--- config.mk ---
export PLATFORM = sky130hd
export DESIGN_NAME = rsc_top
export DESIGN_NICKNAME = d
export VERILOG_FILES = /design/src/hdl/rsc_pkg.sv /design/src/hdl/rsc_sync.sv /design/src/hdl/rsc_top.sv
export SDC_FILE = /design/constraint.sdc
export NUM_CORES = 1
export LEC_CHECK = 0
export BUFFER_PORTS_ARGS = -buffer_cell sky130_fd_sc_hd__buf_2
export CORE_MARGIN = 4
export CORE_UTILIZATION = 52
export DETAILED_ROUTE_END_ITERATION = 12
export PLACE_DENSITY_LB_ADDON = 0.08
export SLEW_MARGIN = 20
export SYNTH_ARGS = -nofsm -noshare
export SYNTH_HDL_FRONTEND = slang
export SYNTH_SLANG_ARGS = --single-unit
--- constraint.sdc ---
create_clock -name pclk -period 3.8 [get_ports pclk]
set_clock_uncertainty 0.15 [all_clocks]
set_input_delay 0.19 -clock pclk [delete_from_list [all_inputs] [get_ports pclk]]
set_output_delay 0.19 -clock pclk [all_outputs]
set_load 0.005 [all_outputs]
--- src/hdl/rsc_pkg.sv ---
// Package for the reset strap capture block
package rsc_pkg;

   // ==========================================================
   // Clock and timing
   // ==========================================================
   localparam int CLK_PERIOD_PS  = 5000;
   localparam int SETTLE_NS      = 100;
   localparam int SETTLE_CYCLES  =
      (SETTLE_NS * 1000 + CLK_PERIOD_PS - 1) / CLK_PERIOD_PS;
   localparam int SYNC_STAGES    = 2;

   // ==========================================================
   // Strap bus field positions
   // ==========================================================
   localparam int STRAP_W        = 16;
   localparam int PORT_W         = 4;
   localparam int BIT_DEBOUNCE   = 0;
   localparam int BIT_RSV_LO     = 1;
   localparam int BIT_RSV_HI     = 2;
   localparam int BIT_MGMT_MODE  = 3;
   localparam int BIT_ID_LSB     = 4;
   localparam int ID_W           = 3;
   localparam int BIT_NO_EEPROM  = 7;
   localparam int BIT_MFG_LO     = 8;
   localparam int BIT_MOD_DETECT = 9;
   localparam int BIT_RSV_LOW    = 10;
   localparam int BIT_PWR_SAVE   = 11;
   localparam int BIT_TO_RESET   = 12;
   localparam int BIT_MFG_HI_LSB = 13;
   localparam int MFG_HI_W       = 3;

   // ==========================================================
   // Register map (byte addresses)
   // ==========================================================
   localparam logic [7:0] ADDR_CFG   = 8'h00;
   localparam logic [7:0] ADDR_USER  = 8'h04;
   localparam logic [7:0] ADDR_RAW   = 8'h08;
   localparam logic [7:0] ADDR_CTRL  = 8'h0c;
   localparam logic [7:0] ADDR_STAT  = 8'h10;
   localparam int CTRL_STAT_DRIVE    = 0;
   localparam int CTRL_TX_DRIVE      = 1;
   localparam logic [1:0] CTRL_RESET = 2'h3;
   localparam int STAT_CAPTURED      = 0;
   localparam int STAT_BOARD_FAULT   = 1;
   localparam int STAT_DRIVING       = 2;

   // ==========================================================
   // Types
   // ==========================================================
   typedef struct packed {
      logic             debounce_en;
      logic             unmanaged;
      logic [ID_W-1:0]  device_id;
      logic             eeprom_absent;
      logic             module_detect_en;
      logic             power_save_en;
      logic             timeout_reset_en;
      logic [PORT_W-1:0] user_strap;
   } rsc_cfg_t;

   typedef struct packed {
      logic checksum_good;
      logic init_done;
      logic mem_test_busy;
      logic init_started;
   } rsc_init_status_t;

endpackage

--- src/hdl/rsc_sync.sv ---
// Two-flop level synchroniser, one per bit
`timescale 1ns/1ps
module rsc_sync #(
   parameter int W = 1
) (
   input  wire logic         clk,
   input  wire logic         rst_n,
   input  wire logic [W-1:0] d,
   output logic      [W-1:0] q
);

   logic [W-1:0] meta;

   generate
      if (W < 1) begin : g_bad_w
         $error("W must be at least 1");
      end
   endgenerate

   // ==========================================================
   // Per-bit stages
   // ==========================================================
   genvar i;
   generate
      for (i = 0; i < W; i++) begin : g_bit
         always_ff @(posedge clk or negedge rst_n) begin
            if (!rst_n) begin
               meta[i] <= 1'b0;
               q[i]    <= 1'b0;
            end else begin
               meta[i] <= d[i];
               q[i]    <= meta[i];
            end
         end
      end
   endgenerate

endmodule

--- src/hdl/rsc_top.sv ---
// Reset strap capture with APB readback
//
// Our own choices: the APB slave port and the placing of the registers.
`timescale 1ns/1ps

module rsc_top #(
   parameter int SETTLE = rsc_pkg::SETTLE_CYCLES
) (
   input  wire logic                             pclk,
   input  wire logic                             presetn,
   input  wire logic                             psel,
   input  wire logic                             penable,
   input  wire logic                             pwrite,
   input  wire logic [7:0]                       paddr,
   input  wire logic [31:0]                      pwdata,
   output logic      [31:0]                      prdata,
   output logic                                  pready,
   output logic                                  pslverr,
   input  wire logic [rsc_pkg::STRAP_W-1:0]      strap_status_bus_in,
   output logic      [rsc_pkg::STRAP_W-1:0]      strap_status_bus_out,
   output logic      [rsc_pkg::STRAP_W-1:0]      strap_status_bus_oe_n,
   input  wire logic [rsc_pkg::PORT_W-1:0]       port_tx_enable_in,
   output logic      [rsc_pkg::PORT_W-1:0]       port_tx_enable_out,
   output logic      [rsc_pkg::PORT_W-1:0]       port_tx_enable_oe_n,
   input  wire logic [rsc_pkg::PORT_W-1:0]       port_tx_enable_func,
   input  wire rsc_pkg::rsc_init_status_t        init_status,
   output rsc_pkg::rsc_cfg_t                     cfg,
   output logic                                  cfg_valid
);

   // ==========================================================
   // Parameter check
   // ==========================================================
   generate
      if (SETTLE < rsc_pkg::SYNC_STAGES || SETTLE > 255) begin : g_bad_settle
         $error("SETTLE must lie in 2..255");
      end
      if (rsc_pkg::STRAP_W != 16 || rsc_pkg::PORT_W != 4) begin : g_bad_width
         $error("Pin widths fixed at 16 and 4");
      end
      if ($bits(rsc_pkg::rsc_cfg_t) > 32) begin : g_bad_cfg
         $error("Config word wider than the data bus");
      end
   endgenerate

   typedef enum logic [1:0] {
      ST_WAIT,
      ST_SAMPLE,
      ST_RUN
   } rsc_state_t;

   // ==========================================================
   // Pin synchronisers
   // ==========================================================
   logic [rsc_pkg::STRAP_W-1:0] strap_sync;
   logic [rsc_pkg::PORT_W-1:0]  port_sync;

   rsc_sync #(
      .W (rsc_pkg::STRAP_W)
   ) u_sync_strap (
      .clk   (pclk),
      .rst_n (presetn),
      .d     (strap_status_bus_in),
      .q     (strap_sync)
   );

   rsc_sync #(
      .W (rsc_pkg::PORT_W)
   ) u_sync_port (
      .clk   (pclk),
      .rst_n (presetn),
      .d     (port_tx_enable_in),
      .q     (port_sync)
   );

   // ==========================================================
   // Capture sequencer
   // ==========================================================
   rsc_state_t                   state;
   rsc_state_t                   next_state;
   logic [7:0]                   cnt;
   logic [7:0]                   next_cnt;
   logic [rsc_pkg::STRAP_W-1:0]  raw;
   logic [rsc_pkg::STRAP_W-1:0]  next_raw;
   logic [rsc_pkg::PORT_W-1:0]   user;
   logic [rsc_pkg::PORT_W-1:0]   next_user;
   logic [7:0]                   settle_last;

   assign settle_last = 8'(SETTLE - 1);

   always_comb begin
      next_state = state;
      next_cnt   = cnt;
      next_raw   = raw;
      next_user  = user;
      case (state)
         ST_WAIT: begin
            if (cnt == settle_last) begin
               next_state = ST_SAMPLE;
            end else begin
               next_cnt = cnt + 8'h01;
            end
         end
         ST_SAMPLE: begin
            next_raw   = strap_sync;
            next_user  = port_sync;
            next_state = ST_RUN;
         end
         ST_RUN: begin
            next_state = ST_RUN;
         end
         default: begin
            next_state = ST_WAIT;
            next_cnt   = 8'h00;
         end
      endcase
   end

   always_ff @(posedge pclk or negedge presetn) begin
      if (!presetn) begin
         state <= ST_WAIT;
         cnt   <= 8'h00;
         raw   <= 16'h0000;
         user  <= 4'h0;
      end else begin
         state <= next_state;
         cnt   <= next_cnt;
         raw   <= next_raw;
         user  <= next_user;
      end
   end

   // ==========================================================
   // Strap decode
   // ==========================================================
   logic board_fault;

   always_comb begin
      cfg.debounce_en      = raw[rsc_pkg::BIT_DEBOUNCE];
      cfg.unmanaged        = raw[rsc_pkg::BIT_MGMT_MODE];
      cfg.device_id        =
         raw[rsc_pkg::BIT_ID_LSB +: rsc_pkg::ID_W];
      cfg.eeprom_absent    = raw[rsc_pkg::BIT_NO_EEPROM];
      cfg.module_detect_en = raw[rsc_pkg::BIT_MOD_DETECT];
      cfg.power_save_en    = raw[rsc_pkg::BIT_PWR_SAVE];
      cfg.timeout_reset_en = raw[rsc_pkg::BIT_TO_RESET];
      cfg.user_strap       = user;
   end

   always_comb begin
      board_fault = 1'b0;
      if (!raw[rsc_pkg::BIT_RSV_LO] || !raw[rsc_pkg::BIT_RSV_HI]) begin
         board_fault = 1'b1;
      end
      if (!raw[rsc_pkg::BIT_MFG_LO]) begin
         board_fault = 1'b1;
      end
      if (raw[rsc_pkg::BIT_MFG_HI_LSB +: rsc_pkg::MFG_HI_W] != 3'h7) begin
         board_fault = 1'b1;
      end
      if (raw[rsc_pkg::BIT_RSV_LOW]) begin
         board_fault = 1'b1;
      end
      if (state != ST_RUN) begin
         board_fault = 1'b0;
      end
   end

   assign cfg_valid = (state == ST_RUN);

   // ==========================================================
   // Control register and APB slave
   // ==========================================================
   logic [1:0]  ctrl;
   logic [1:0]  next_ctrl;
   logic [31:0] next_prdata;
   logic        next_pslverr;
   logic        setup;
   logic        wr_access;

   assign pready    = psel & penable;
   assign setup     = psel & ~penable;
   assign wr_access = psel & penable & pwrite;

   always_comb begin
      next_ctrl    = ctrl;
      next_prdata  = prdata;
      next_pslverr = pslverr;
      if (wr_access && paddr == rsc_pkg::ADDR_CTRL) begin
         next_ctrl = pwdata[1:0];
      end
      if (setup) begin
         next_prdata  = 32'h0000_0000;
         next_pslverr = 1'b0;
         case (paddr)
            rsc_pkg::ADDR_CFG: begin
               next_prdata[$bits(rsc_pkg::rsc_cfg_t)-1:0] = cfg;
            end
            rsc_pkg::ADDR_USER: begin
               next_prdata[rsc_pkg::PORT_W-1:0] = user;
            end
            rsc_pkg::ADDR_RAW: begin
               next_prdata[rsc_pkg::STRAP_W-1:0] = raw;
            end
            rsc_pkg::ADDR_CTRL: begin
               next_prdata[1:0] = ctrl;
            end
            rsc_pkg::ADDR_STAT: begin
               next_prdata[rsc_pkg::STAT_CAPTURED]    = cfg_valid;
               next_prdata[rsc_pkg::STAT_BOARD_FAULT] = board_fault;
               next_prdata[rsc_pkg::STAT_DRIVING]     =
                  ~strap_status_bus_oe_n[0];
            end
            default: begin
               next_pslverr = 1'b1;
            end
         endcase
      end
   end

   always_ff @(posedge pclk or negedge presetn) begin
      if (!presetn) begin
         ctrl    <= rsc_pkg::CTRL_RESET;
         prdata  <= 32'h0000_0000;
         pslverr <= 1'b0;
      end else begin
         ctrl    <= next_ctrl;
         prdata  <= next_prdata;
         pslverr <= next_pslverr;
      end
   end

   // ==========================================================
   // Shared pin drive
   // ==========================================================
   logic [rsc_pkg::STRAP_W-1:0] next_bus_out;
   logic [rsc_pkg::STRAP_W-1:0] next_bus_oe_n;
   logic [rsc_pkg::PORT_W-1:0]  next_tx_out;
   logic [rsc_pkg::PORT_W-1:0]  next_tx_oe_n;

   always_comb begin
      next_bus_out  = 16'h0000;
      next_bus_oe_n = 16'hffff;
      next_tx_out   = 4'h0;
      next_tx_oe_n  = 4'hf;
      if (state == ST_RUN) begin
         next_bus_out[3:0] = init_status;
         if (ctrl[rsc_pkg::CTRL_STAT_DRIVE]) begin
            next_bus_oe_n = 16'h0000;
         end
         next_tx_out = port_tx_enable_func;
         if (ctrl[rsc_pkg::CTRL_TX_DRIVE]) begin
            next_tx_oe_n = 4'h0;
         end
      end
   end

   always_ff @(posedge pclk or negedge presetn) begin
      if (!presetn) begin
         strap_status_bus_out  <= 16'h0000;
         strap_status_bus_oe_n <= 16'hffff;
         port_tx_enable_out    <= 4'h0;
         port_tx_enable_oe_n   <= 4'hf;
      end else begin
         strap_status_bus_out  <= next_bus_out;
         strap_status_bus_oe_n <= next_bus_oe_n;
         port_tx_enable_out    <= next_tx_out;
         port_tx_enable_oe_n   <= next_tx_oe_n;
      end
   end

endmodule

---- Word-level counts from Yosys, hierarchy flattened ----
Cells that the tools add are included.
operators by class
  add/sub/neg operators ................... 1
  multiplexer cells ....................... 21
  reductions and logical operators ........ 10
  equal/unequal tests ..................... 11
  bitwise logic cells ..................... 6
operators with widths
  cell                                           count
  2-to-1 mux 16 bit                              2
  one-hot mux 9 bit (2 select lines)             1
  == test 8 x 4 -> 1 bit, second input constant  2
  == test 8 x 5 -> 1 bit, second input constant  2
  2-to-1 mux 4 bit                               4
  one-hot mux 8 bit (2 select lines)             1
  adder 8 x 1 -> 8 bit, second input constant    1
  == test 8 x 3 -> 1 bit, second input constant  1
  logical NOT 8 bit                              1
  2-to-1 mux 8 bit                               1
  one-hot mux 2 bit (4 select lines)             1
  2-to-1 mux 1 bit                               6
  != test 2 bit, second input constant           3
  OR reduction 5 bit                             1
  one-hot mux 2 bit (2 select lines)             1
  OR reduction 2 bit                             2
  bitwise AND 1 bit                              3
  2-to-1 mux 3 bit                               1
  != test 3 bit, second input constant           1
  NOT 1 bit                                      3
  one-hot mux 1 bit (3 select lines)             1
  == test 2 x 1 -> 1 bit, second input constant  1
  == test 2 bit, second input constant           1
  logical NOT 1 bit                              2
  6 further kinds                                6
word-level totals
  word-level logic and storage cells ...... 100
  flip-flop bits (word level) ............. 117
  output and inout port bits .............. 88

---- Logic depth before layout (Yosys ltp) ----
  depth after elaboration ................. 8
  mapped depth ............................ 6

---- Cells and area by module ----
A second synthesis with hierarchy kept.
second synthesis, totals
  cell total of the unflattened synthesis .. 321
  area, all modules ....................... 3987.6 µm²
modules (own cells, without submodules)
  module                    area an instance (µm²)  cells an instance  instances  seq. area each (µm²)
  rsc_top                   2986.6                  281                1          1481.4
  rsc_sync at u_sync_strap  800.8                   32                 1          800.8
  rsc_sync at u_sync_port   200.2                   8                  1          200.2

---- Worst setup path before layout ----
No wires, ideal clock.
  path kind ............................... register to register
  from .................................... reg cnt[0]
  to ...................................... reg state[1]
  buffers on the path ..................... 0
  stages on the path, launching flop included .. 6
  data arrival time ....................... 1390 ps
  period minus slack after synthesis ...... 1664 ps
  setup slack ............................. 2136 ps
  setup time .............................. 125 ps
  path through ............................ dfrtp_1 ha_1 nor2b_1 nand4b_1 nand2_1 mux2_2
between the ends
  word-level cells in the longest chain between the ends .. 2
ends and longest elaborated chain
  item                      RTL line        source
  start: declaration        rsc_top.sv:81   logic [7:0] cnt;
  start signal: assignment  rsc_top.sv:127  cnt <= next_cnt;
  == test 8 x 5 -> 1 bit    rsc_top.sv:98   if (cnt == settle_last) begin
  != test 2 bit (no line)   -
  end signal: assignment    rsc_top.sv:126  state <= next_state;
  end: declaration          rsc_top.sv:79   rsc_state_t state;
No other way between the ends.
A chain may end at the register's enable or synchronous reset.

---- Worst setup path after layout ----
  from .................................... reg state[1]
  to ...................................... reg raw[10] (netlist bit)
between the ends
  word-level cells in the longest chain between the ends .. 1
ends and longest elaborated chain
  item                    RTL line        source
  == test 2 x 1 -> 1 bit  rsc_top.sv:96   case (state)
  end signal: assignment  rsc_top.sv:128  raw <= next_raw;
  end: declaration        rsc_top.sv:83   logic [rsc_pkg::STRAP_W-1:0] raw;
No other way between the ends.

==> results.cfg <==
[status]
status = finished clean

[route]
vias = 2514
first_iter_violations = 104
ant_nets = 0
dr.pass1.iters = 4
detail_route.vias_per_cell = 4.69
drcViolationCount = 0
wl_um = 7360
avgRoutedWirePerCell_um = 13.7

[cells_and_area]
multi_input_area_um2 = 1160
layout_common_cells = buf_2, dfrtp_1, nand2_1
area_delta_synth_final_pct = 19.2
regArea_um2 = 2480
final_cell_area_um2 = 4800
layout_commonest_cell = buf_2
antenna_cells = 0
nets = 510
drive_gt1_frac = 0.346
fillers = 591

[clocking]
hold_buffers = 33
cts_resized = 0
cts_buffers = 9
cts_setup_buffers = 0
cts_tree = done
clock-sinks = 99
clockBufferDepth = 2
path_clk_slew_ps = 90
clock_latency_ps = 340
cts_max_level = 3
root_buffer = clkbuf_8

[sta]
setup_viol = 0
hold_viol = 0
max-slew-margin-rel = 0.360
fin_crit_ps = 1960
setup_tns_ps = 0
slew_violations = 0
fmax_ghz = 0.510
rsz0062_at_grt = no
tightest_slew_ps = 960
finalCritPeriodShare = 0.516

[synth]
synthArstFlopShare = 1.00
yosys.area_share.simple = 0.101
seq_area_frac_synth = 0.616
avgSynthCellArea_um2 = 12.5
syn_area_um2 = 4030
synth_top_family_by_area = buffers and inverters
synth_compound_area_frac = 0.0506
synthFlopType = dfrtp_1
muxShareOfSynthArea = 0.0938
synthDistinctLibCells = 38
synth_xor_area_frac = 0.00435
yosys_register_bits = 99
synth_edf_count = 0
synthCells = 323
synth-adder-area-share = 0.0124
yosysWarnings = 0

[floorplan]
fp-row-count = 31
start_util = 0.544
die_y_um = 96.0
core_um2 = 7410
pin_count = 161
fp.dieW_um = 96.0
dieArea_um2 = 9220

[power_and_ir_drop]
p_per_area_nw_per_um2 = 382
power_leakage_nw = 2.30
ir_drop_mv = 0.277

[global_route]
grt_pass1_vias = 2440
gr-total-overflow = 0
grt_pass1_wl_um = 12000
gr-usage-all-layers = 0.171
grt_antenna_before_repair = 0
grt_max_degree = 78

[setup_path]
required_ps = 3890
arrival_ps = 2050
cp_max_fo = 21
critPathKind = reg2reg
start_kind = register
worst_setup_path_end_kind = register

[placed_design]
io_buffers = 102
place_area_um2 = 4310
gp_congestion = 0.789
hpwl_um = 5070

[job]
maxCapViolations = 0

[hold_path]
hold_path.class = in2reg
==> power breakdown <==
part | leakage [nW] | internal, mW | total (mW) | switching (mW)
Clock | 0.0831 | 0.240 | 0.583 | 0.344
Sequential | 1.19 | 1.09 | 1.11 | 0.0193
Combinational | 1.04 | 0.0701 | 0.137 | 0.0670
==> logic make-up (layout without fill, tap and decap cells) <==
| kind of cell | after synthesis | in the layout |
|---|---|---|
| xor gates and xnor gates | 2 | 2 |
| adders and majority gates | 4 | 4 |
| muxes | 35 | 35 |
| buffers and inverters | 69 | 156 |
| other | 1 | 28 |
| and+or+nand+nor | 80 | 80 |
| DFF | 99 | 99 |
| AOI/OAI and AO/OA | 33 | 33 |
==> per-stage QoR <==
stage	utilization	setup WS [ps]	instances	total power, mW	hold slack (ps)
floorplan	-	2140	350	1.21	-256
global placement	0.581	1840	488	1.24	147
detailed placement	0.581	1810	488	1.25	149
CTS	0.648	1810	536	1.86	66.6
global route	0.648	1740	536	1.93	102
finish	0.648	1840	536	1.83	94.1
==> synth_stat cells (3+ instances only) <==
cell type / instances / share of area
a21oi_1: 3 / 0.0037
ha_1: 4 / 0.012
o21ai_1: 7 / 0.0087
dfrtp_1: 95 / 0.59
inv_1: 5 / 0.0047
buf_2: 3 / 0.0037
o31ai_1: 5 / 0.0093
mux2_2: 22 / 0.061
buf_4: 58 / 0.11
dfstp_2: 4 / 0.026
mux2i_1: 13 / 0.032
nand2_1: 37 / 0.034
o21ai_0: 9 / 0.011
and2_1: 10 / 0.016
nor2_1: 9 / 0.0084
nor2b_1: 6 / 0.0093
==> worst paths after layout <==
kind,startpoint,to,slack [ps],cells past startpoint
setup / recovery,state[1],raw[10],1840,3
hold / removal,penable,prdata[15],90,4
setup reg to reg,state[1],raw[10],1840,3
hold reg to reg,u_sync_port.meta[0],u_sync_port.q[0],200,0
max in group asynchronous,presetn,u_sync_strap.q[15],2280,3
min in group asynchronous,presetn,u_sync_strap.meta[9],360,2
==> per-layer routing <==
| layer | wire, um | track usage |
|---|---|---|
| met5 | 0 | 0 |
| met2 | 3570 | 0.276 |
| met1 | 3240 | 0.229 |
| met3 | 504 | 0.0367 |
| met4 | 49 | 0.0628 |
==> flip-flops by register name (all words and copies together) (netlist names) <==
register / count
prdata: 16
raw: 16
u_sync_strap.meta: 16
u_sync_strap.q: 16
cnt: 8
port_tx_enable_out: 4
strap_status_bus_out: 4
u_sync_port.meta: 4
u_sync_port.q: 4
user: 4
ctrl: 2
state: 2
port_tx_enable_oe_n: 1
pslverr: 1
strap_status_bus_oe_n: 1
==> area by class of cell <==
cell class | count | area share
Clock buffer | 10 | 0.0266
Clock inverter | 5 | 0.00808
Sequential cell | 99 | 0.517
Tap cell | 99 | 0.0258
Multi-Input combinational cell | 182 | 0.242
Inverter | 5 | 0.00391
Timing Repair Buffer | 136 | 0.177
==> worst max-delay path, stage by stage, from the launching register on <==
cell     delay, ps
dfrtp_1        400
inv_1           90
ha_1           790
mux2_2         420
No activity file was read; power rests on OpenSTA's default activity.
